File: config.mk
export PLATFORM = sky130hd
export DESIGN_NAME = can_fault_supervisor
export DESIGN_NICKNAME = d
export VERILOG_FILES = /design/src/core/fault_sup_pkg.sv /design/src/core/pin_sync.sv /design/src/core/can_fault_supervisor.sv
export SDC_FILE = /design/constraint.sdc
export NUM_CORES = 1
export LEC_CHECK = 0
export ABC_AREA = 1
export BUFFER_PORTS_ARGS = -buffer_cell sky130_fd_sc_hd__buf_2
export CAP_MARGIN = 20
export CORE_MARGIN = 2
export CORE_UTILIZATION = 47
export CTS_BUF_LIST = sky130_fd_sc_hd__clkbuf_8 sky130_fd_sc_hd__clkbuf_16
export DETAILED_ROUTE_END_ITERATION = 10
export HOLD_SLACK_MARGIN = 0.03
export PLACE_DENSITY = 0.77
export SLEW_MARGIN = 0
export SYNTH_ARGS = -nofsm -noshare
export SYNTH_HDL_FRONTEND = slang
export SYNTH_SLANG_ARGS = --single-unit
File: constraint.sdc
create_clock -name i_clk -period 0.84 [get_ports i_clk]
set_clock_uncertainty 0.15 [all_clocks]
set_input_delay 0.042 -clock i_clk [delete_from_list [all_inputs] [get_ports i_clk]]
set_output_delay 0.042 -clock i_clk [all_outputs]
set_load 0.01 [all_outputs]
File: src/core/fault_sup_pkg.sv
package fault_sup_pkg;

  // ==========================================
  // Transceiver modes, as selected by software
  typedef enum logic [1:0] {
    MODE_OFF,
    MODE_WAKE,
    MODE_NORMAL,
    MODE_RX_ONLY
  } can_mode_t;

  // ==========================================
  // Diagnostic flag positions
  localparam int DIAG_W        = 5;
  localparam int DIAG_TXRX     = 0;
  localparam int DIAG_OVERTEMP = 1;
  localparam int DIAG_RXD_CLMP = 2;
  localparam int DIAG_BUS      = 3;
  localparam int DIAG_SUPPLY   = 4;

  // ==========================================
  // Values after reset
  localparam logic [DIAG_W-1:0] DIAG_RST  = 5'h00;
  localparam logic              PIN_RST   = 1'h1;
  localparam logic              INHIB_RST = 1'h0;
  // Fault detectors idle low; a high reset level would fake every fault
  localparam logic              FAULT_RST = 1'h0;

  // ==========================================
  // Synchroniser depth (pin inputs)
  localparam int SYNC_STAGES = 3;

endpackage

File: src/core/pin_sync.sv
`timescale 1ns/1ps
module pin_sync #(
  parameter logic RST_LEVEL = fault_sup_pkg::PIN_RST
) (
  input  wire logic i_clk,
  input  wire logic i_rst,
  input  wire logic i_pin,
  output logic      o_level
);
  import fault_sup_pkg::*;

  logic [SYNC_STAGES-1:0] stage;
  logic [SYNC_STAGES-1:0] next_stage;
  logic                   next_level;

  // First stage feeds only the second; level moves once stages 2 and 3 agree
  always_comb begin
    next_stage = {stage[SYNC_STAGES-2:0], i_pin};
    next_level = (stage[1] == stage[2]) ? stage[2] : o_level;
  end

  always_ff @(posedge i_clk) begin
    if (i_rst) begin
      stage   <= {SYNC_STAGES{RST_LEVEL}};
      o_level <= RST_LEVEL;
    end else begin
      stage   <= next_stage;
      o_level <= next_level;
    end
  end

endmodule

File: src/core/can_fault_supervisor.sv
// Overview of operation
// A transmit-to-receive pin short is detected and treated as transceiver failure.
// That short is latched into the diagnostic flags read over SPI.
// That short pulls the interrupt output low unless its enable is off.
// That short inhibits the transmitter until an SPI restore command arrives.
// Host should switch the transceiver supply off after a reported short.
// Overtemperature of the driver stage switches the transceiver off.
// After cooling, transceiver returns by itself, mode kept, no command needed.
// After cooling, transmit waits for a dominant-to-recessive edge on transmit input.
// Receive output stuck recessive during traffic is flagged; transmitter off meanwhile.
// After receive clamping, transmitter returns only on an SPI restore command.
// Bus line shorts set the bus fault flag and interrupt unless masked.
// A bus line short leaves the transceiver mode unchanged.
// Host detects high-to-low line short itself; no flag from the device.
// Split stabiliser on in normal and receive-only, released otherwise.
// Shared supply undervoltage monitor is used; host may switch transceiver off.
// Failure flags stay latched until software clears them over SPI.
`timescale 1ns/1ps
module can_fault_supervisor (
  input  wire logic                             i_clk,
  input  wire logic                             i_rst,
  input  wire logic                             i_txd,
  input  wire logic                             i_bus_rx,
  input  wire logic                             i_txrx_short,
  input  wire logic                             i_overtemp,
  input  wire logic                             i_rxd_clamp,
  input  wire logic                             i_bus_short,
  input  wire logic                             i_supply_uv,
  input  wire fault_sup_pkg::can_mode_t         i_mode,
  input  wire logic                             i_tx_restore,
  input  wire logic                             i_diag_clear,
  input  wire logic                             i_int_en_txrx,
  input  wire logic                             i_int_en_bus,
  output logic                                  o_tx_dominant,
  output logic                                  o_tx_enabled,
  output logic                                  o_xcvr_on,
  output logic                                  o_rxd,
  output logic                                  o_split_oe_n,
  output logic [fault_sup_pkg::DIAG_W-1:0]      o_diag,
  output logic                                  o_int_n
);
  import fault_sup_pkg::*;

  typedef enum logic [1:0] {
    OT_OK,
    OT_HOT,
    OT_WAIT_EDGE
  } ot_state_t;

  // ==========================================
  // Pin synchronisers
  logic txd_s;
  logic bus_rx_s;
  logic short_s;
  logic hot_s;
  logic clamp_s;
  logic bus_s;
  logic uv_s;

  pin_sync u_sync_txd   (.i_clk(i_clk), .i_rst(i_rst), .i_pin(i_txd),        .o_level(txd_s));
  pin_sync u_sync_rx    (.i_clk(i_clk), .i_rst(i_rst), .i_pin(i_bus_rx),     .o_level(bus_rx_s));
  // Fault pins reset to their idle level so release of reset reports nothing
  pin_sync #(.RST_LEVEL(FAULT_RST)) u_sync_short (.i_clk(i_clk), .i_rst(i_rst),
    .i_pin(i_txrx_short), .o_level(short_s));
  pin_sync #(.RST_LEVEL(FAULT_RST)) u_sync_hot (.i_clk(i_clk), .i_rst(i_rst),
    .i_pin(i_overtemp), .o_level(hot_s));
  pin_sync #(.RST_LEVEL(FAULT_RST)) u_sync_clamp (.i_clk(i_clk), .i_rst(i_rst),
    .i_pin(i_rxd_clamp), .o_level(clamp_s));
  pin_sync #(.RST_LEVEL(FAULT_RST)) u_sync_bus (.i_clk(i_clk), .i_rst(i_rst),
    .i_pin(i_bus_short), .o_level(bus_s));
  pin_sync #(.RST_LEVEL(FAULT_RST)) u_sync_uv (.i_clk(i_clk), .i_rst(i_rst),
    .i_pin(i_supply_uv), .o_level(uv_s));

  // ==========================================
  // Fault state
  ot_state_t          ot_state;
  ot_state_t          next_ot_state;
  logic               txd_prev;
  logic               txrx_inhib;
  logic               next_txrx_inhib;
  logic               clamp_inhib;
  logic               next_clamp_inhib;
  logic [DIAG_W-1:0]  diag_set;
  logic [DIAG_W-1:0]  next_diag;
  logic               txd_rise;
  logic               tx_ok;

  assign txd_rise = txd_s && !txd_prev;

  always_comb begin
    next_ot_state = ot_state;
    case (ot_state)
      OT_OK: begin
        if (hot_s) begin
          next_ot_state = OT_HOT;
        end
      end
      OT_HOT: begin
        if (!hot_s) begin
          next_ot_state = OT_WAIT_EDGE;
        end
      end
      OT_WAIT_EDGE: begin
        if (hot_s) begin
          next_ot_state = OT_HOT;
        end else if (txd_rise) begin
          next_ot_state = OT_OK;
        end
      end
      default: begin
        next_ot_state = OT_OK;
      end
    endcase

    // Detection wins over a restore command in the same cycle
    next_txrx_inhib = txrx_inhib;
    if (short_s) begin
      next_txrx_inhib = 1'h1;                      // see
    end else if (i_tx_restore) begin
      next_txrx_inhib = 1'h0;
    end

    next_clamp_inhib = clamp_inhib;
    if (clamp_s) begin
      next_clamp_inhib = 1'h1;
    end else if (i_tx_restore) begin
      next_clamp_inhib = 1'h0;
    end

    diag_set                = '0;
    diag_set[DIAG_TXRX]     = short_s;
    diag_set[DIAG_OVERTEMP] = hot_s;
    diag_set[DIAG_RXD_CLMP] = clamp_s;
    diag_set[DIAG_BUS]      = bus_s;
    diag_set[DIAG_SUPPLY]   = uv_s;
    // Sticky: a fault present in the clear cycle stays set
    next_diag = (i_diag_clear ? '0 : o_diag) | diag_set;
  end

  always_ff @(posedge i_clk) begin
    if (i_rst) begin
      ot_state    <= OT_OK;
      txd_prev    <= PIN_RST;
      txrx_inhib  <= INHIB_RST;
      clamp_inhib <= INHIB_RST;
      o_diag      <= DIAG_RST;
    end else begin
      ot_state    <= next_ot_state;
      txd_prev    <= txd_s;
      txrx_inhib  <= next_txrx_inhib;
      clamp_inhib <= next_clamp_inhib;
      o_diag      <= next_diag;
    end
  end

  // ==========================================
  // Outputs
  // Mode is only read, never altered by any fault
  logic next_tx_dom;
  logic next_tx_en;
  logic next_xcvr;
  logic next_rxd;
  logic next_split_oe_n;
  logic next_int_n;

  // Undervoltage only blocks the driver; switching off is left to the host
  assign tx_ok = (i_mode == MODE_NORMAL) && !txrx_inhib && !clamp_inhib
               && (ot_state == OT_OK) && !uv_s;    // see see see

  always_comb begin
    next_xcvr       = (ot_state != OT_HOT) && (i_mode != MODE_OFF); // see
    next_tx_en      = tx_ok;
    next_tx_dom     = tx_ok && !txd_s;
    next_rxd        = (next_xcvr && i_mode != MODE_WAKE) ? bus_rx_s : PIN_RST;
    next_split_oe_n = !((i_mode == MODE_NORMAL) || (i_mode == MODE_RX_ONLY));
    next_int_n      = !((next_diag[DIAG_TXRX] && i_int_en_txrx)
                      || (next_diag[DIAG_BUS] && i_int_en_bus));
  end

  always_ff @(posedge i_clk) begin
    if (i_rst) begin
      o_tx_dominant <= 1'h0;
      o_tx_enabled  <= 1'h0;
      o_xcvr_on     <= 1'h0;
      o_rxd         <= PIN_RST;
      o_split_oe_n  <= 1'h1;
      o_int_n       <= 1'h1;
    end else begin
      o_tx_dominant <= next_tx_dom;
      o_tx_enabled  <= next_tx_en;
      o_xcvr_on     <= next_xcvr;
      o_rxd         <= next_rxd;
      o_split_oe_n  <= next_split_oe_n;
      o_int_n       <= next_int_n;
    end
  end

  // ==========================================
  // Assertions
  property p_short_inhibits;
    @(posedge i_clk) disable iff (i_rst)
      short_s |=> txrx_inhib ##1 !o_tx_enabled;
  endproperty
  a_short_inhibits: assert property (p_short_inhibits) else $error("short did not inhibit");

  property p_short_flag;
    @(posedge i_clk) disable iff (i_rst)
      short_s |=> o_diag[DIAG_TXRX];
  endproperty
  a_short_flag: assert property (p_short_flag) else $error("short flag not set");

  property p_short_int;
    @(posedge i_clk) disable iff (i_rst)
      (short_s && i_int_en_txrx) |=> !o_int_n;
  endproperty
  a_short_int: assert property (p_short_int) else $error("short gave no interrupt");

  property p_restore_only_cmd;
    @(posedge i_clk) disable iff (i_rst)
      (txrx_inhib && !i_tx_restore) |=> txrx_inhib;
  endproperty
  a_restore_only_cmd: assert property (p_restore_only_cmd) else $error("inhibit left");

  property p_hot_off;
    @(posedge i_clk) disable iff (i_rst)
      hot_s |=> ##1 !o_xcvr_on;
  endproperty
  a_hot_off: assert property (p_hot_off) else $error("hot transceiver on");

  property p_cool_wait_edge;
    @(posedge i_clk) disable iff (i_rst)
      (ot_state == OT_WAIT_EDGE && !txd_rise) |=> !o_tx_enabled;
  endproperty
  a_cool_wait_edge: assert property (p_cool_wait_edge) else $error("tx before edge");

  property p_clamp_tx_off;
    @(posedge i_clk) disable iff (i_rst)
      clamp_s |=> ##1 !o_tx_dominant;
  endproperty
  a_clamp_tx_off: assert property (p_clamp_tx_off) else $error("clamp tx active");

  property p_clamp_restore;
    @(posedge i_clk) disable iff (i_rst)
      (clamp_inhib && !clamp_s && !i_tx_restore) |=> clamp_inhib;
  endproperty
  a_clamp_restore: assert property (p_clamp_restore) else $error("clamp released");

  property p_bus_flag;
    @(posedge i_clk) disable iff (i_rst)
      (bus_s && i_int_en_bus) |=> (o_diag[DIAG_BUS] && !o_int_n);
  endproperty
  a_bus_flag: assert property (p_bus_flag) else $error("bus fault not reported");

  property p_split;
    @(posedge i_clk) disable iff (i_rst)
      (i_mode == MODE_WAKE || i_mode == MODE_OFF) |=> o_split_oe_n;
  endproperty
  a_split: assert property (p_split) else $error("split driven in low mode");

  property p_sticky;
    @(posedge i_clk) disable iff (i_rst)
      (o_diag[DIAG_BUS] && !i_diag_clear) |=> o_diag[DIAG_BUS];
  endproperty
  a_sticky: assert property (p_sticky) else $error("flag lost");

  c_short_restore: cover property (@(posedge i_clk) txrx_inhib ##1 !txrx_inhib);
  c_ot_cycle: cover property (@(posedge i_clk) ot_state == OT_WAIT_EDGE ##1 ot_state == OT_OK);
  c_bus_int: cover property (@(posedge i_clk) o_diag[DIAG_BUS] && !o_int_n);

endmodule

==> results.txt <==
Status -> finished with violations
Failing checks -> design-rule violations, negative hold slack, negative setup slack
Max-cap violation count -> 0
P_sw -> 0.000760 W
Combinational share of power -> 5.8%
Worst reg2reg startpoint -> ot_state[0]
Cell area after synthesis -> 0.00140 mm^2
First-pass GRT wire length -> 4210 um
Hold path start -> i_mode[1]
Top cells by area, synth -> dfxtp_1 63%, inv_1 7.5%, nor2_1 7.0%, nand2_1 5.1%, a21oi_1 4.6%
Dpl cell area -> 0.00161 mm^2
Crit path time final -> 0.940 ns
Detailed Routing Iterations Pass 1 -> 6
CP arrival -> 1.03 ns
Initial antenna violation count -> 0
Worst path required time -> 0.93 ns
Max H-tree Level -> 2
CP startpoint -> ot_state[0]
Most common cell in the netlist -> dfxtp_1
GRT Overall Usage -> 16.9%
R2r endpoint -> o_tx_dominant
CP Class -> flop to flop
CP Capture Point -> o_tx_dominant
Post-Synthesis Cells -> 157
Remaining routing DRC violations -> 3
Drt wl/cell -> 10.3 um
Number of nets in the layout -> 221
Clk pin slew, worst setup/hold paths -> 0.07 ns
Hold Path Class -> input pin to flop
Startpoint types -> flop
Syn_area_per_cell -> 8.92 um^2
Synth cell count leaders -> 44 x dfxtp_1, 28 x inv_1, 26 x nor2_1
GP Congestion -> 0.812
Seq/Total Area, Yosys -> 62.9%
Crit path max fanout -> 4
Netlist cell types -> 18
Top FF cell, synth -> dfxtp_1
Critical Path Sink Type -> flop
CTS Buffer Depth -> 2
Initial DRC Count -> 29
Pwr Total -> 0.00365 W
Syn nets -> 172
Num rows -> 19
Vias per inst -> 4.50
Die ar. -> 0.00343 mm^2
Max-slew headroom -> 88.7%
Post-route setup slack -> -0.0999 ns
Ys Warns -> 0
Post-route design area -> 0.00189 mm^2
Sequential Power Share -> 58.9%
Share of cells above drive strength 1 -> 35.7%
Fin. Hold Viols -> 23
Slew Limit Fails -> 0
Total negative slack -> -1.19 ns
Final setup fails -> 18
Switching share of total power -> 20.8%
Worst r2r path cells -> 5
Starting Density -> 49.9%
# IOs -> 26
Worst VDD drop -> 1430 uV
Syn-to-layout area delta -> 34.9%
Post-synth top area share -> 62.9%
Yosys top cell by area -> dfxtp_1
Vias in the first global route -> 1025
Worst-Skew Late Latency -> 0.29 ns
CTS Buf Count -> 5
Remaining Overflow, GRT -> 0
Placement Setup Slack -> -0.0814 ns
Reg2reg setup slack -> -0.1 ns
Largest net degree at the start of global routing -> 15
Antenna cells -> 0
Die Span X -> 58.6 um
Slew at the pin closest to its max-slew limit -> 0.167 ns
Critical-path top delay cell -> dfxtp_4
Core area -> 0.00281 mm^2
Leakage -> 0.870 nW
Post-synth EDFFs -> 0
DIE HEIGHT -> 58.6 um
Final wirelength -> 2440 um
Internal -> 0.00289 W
Dpl cells -> 218
Post-synthesis register bit count -> 44
Async SR Flop Fraction -> 0%
Final hold slack -> -0.164 ns
Fill count -> 230
Fin cells -> 238
Clock power frac -> 35.3%
Fin crit share -> 112%
Antenna viol nets, final -> 0
Post-DP HPWL -> 1670 um
Unrepaired setup endpoints after global routing -> true
Critical Path, Cell by Cell -> inv_2 > nand2_2 > nor2_2 > nand2_2 > nor2_2
Clock Sink Count -> 44
Power Dens Cells -> 1940 mW/mm^2
TritonCTS clock tree -> done
Root buffer cell -> clkbuf_8
# port buffers -> 25
CP max stage delay -> 0.37 ns
Via count -> 1071
Fmax -> 1060 MHz
-- repair_timing --
item,4_1_cts,5_1_grt
hold buffers,8,1
endpoints found under the hold margin,31,25
setup endpoints to repair,17,24
buffers inserted,2,1
cloned,0,0
resized for setup,15,17
pin swaps,2,4
-- worst min path at each step --
stage	endpoint	cells after the start
3_5_place_dp	u_sync_txd.stage[0]	2
2_1_floorplan	o_split_oe_n	1
3_3_place_gp	u_sync_rx.stage[0]	2
5_1_grt	o_split_oe_n	2
6_report	o_rxd	2
4_1_cts	u_sync_rx.stage[0]	2
-- registers in the layout, summed over array words and instances, names as in the netlist, 2 cells and up --
signal	flops
o_diag	5
ot_state	2
u_sync_bus.stage	3
u_sync_clamp.stage	3
u_sync_hot.stage	3
u_sync_rx.stage	3
u_sync_short.stage	3
u_sync_txd.stage	3
u_sync_uv.stage	3
-- cells by family (layout without fill, tap and decap cells) --
logic type,after synthesis,in the layout,synth area share (%)
AO/OA/AOI/OAI,21,21,7.77
buffers and inverters,33,83,11.0
flip-flops,44,44,62.9
AND/OR/NAND/NOR,59,59,18.3
-- power by group through the flow --
stage                     logic [W]  clock network (W)  registers, W
after CTS                  0.000201            0.00133       0.00215
after global placement     0.000165                  0       0.00220
after detailed placement   0.000170                  0       0.00220
after floorplan           0.0000919                  0       0.00220
after global routing       0.000237            0.00143       0.00216
final                      0.000211            0.00129       0.00215
-- stage by stage --
stage / util, % / hold WS [ns]
5_1_grt: 67.3 / -0.175
3_3_place_gp: 57.3 / 0.0681
4_1_cts: 65.5 / -0.225
6_report: 67.3 / -0.164
3_5_place_dp: 57.3 / 0.0748
2_1_floorplan: - / -0.0300
-- per-layer routing --
metal / routed length [um] / GRT usage, % / vias up / share of wire, %
met5: 0 / 0 / - / 0
met4: 30 / 6.82 / 0 / 1.2
met3: 145 / 8.13 / 4 / 5.9
met2: 1290 / 30.0 / 25 / 53
met1: 972 / 16.9 / 473 / 40
li1: - / - / 569 / -
-- cells in the final DEF (no fill, tap or decap), types with 2 or more instances in the layout --
cell | Yosys | layout
buf_6 | 4 | 6
dfxtp_2 | 0 | 14
inv_2 | 1 | 3
nand2_1 | 19 | 15
o21ai_1 | 0 | 2
nor2_1 | 26 | 25
a21oi_1 | 13 | 10
nand2_2 | 1 | 5
dlygate4sd3_1 | 0 | 8
o21ai_2 | 1 | 2
or2_1 | 5 | 5
clkbuf_8 | 0 | 6
nand4_1 | 2 | 2
a21oi_2 | 0 | 3
buf_4 | 0 | 10
nor2_2 | 1 | 2
inv_1 | 28 | 28
buf_2 | 0 | 20
o21ai_0 | 7 | 4
dfxtp_1 | 44 | 29
-- cell type report --
| cell class | instances | area, um^2 | area share [%] |
|---|---|---|---|
| repair buffers | 46 | 355 | 18.8 |
| flip-flops and latches | 44 | 902 | 47.8 |
| clock buffers | 6 | 82.6 | 4.37 |
| multi-input cells | 80 | 393 | 20.8 |
| well taps | 31 | 38.8 | 2.05 |
| inverters | 29 | 109 | 5.77 |
| clock inverters | 2 | 7.51 | 0.398 |
-- worst max-delay path, delay by kind of cell (launching register included) --
family,cells,cell delay [ns]
buffers and inverters,1,0.06
DFF,1,0.37
and+or+nand+nor,4,0.30
No activity file was read; power rests on OpenSTA's default activity.
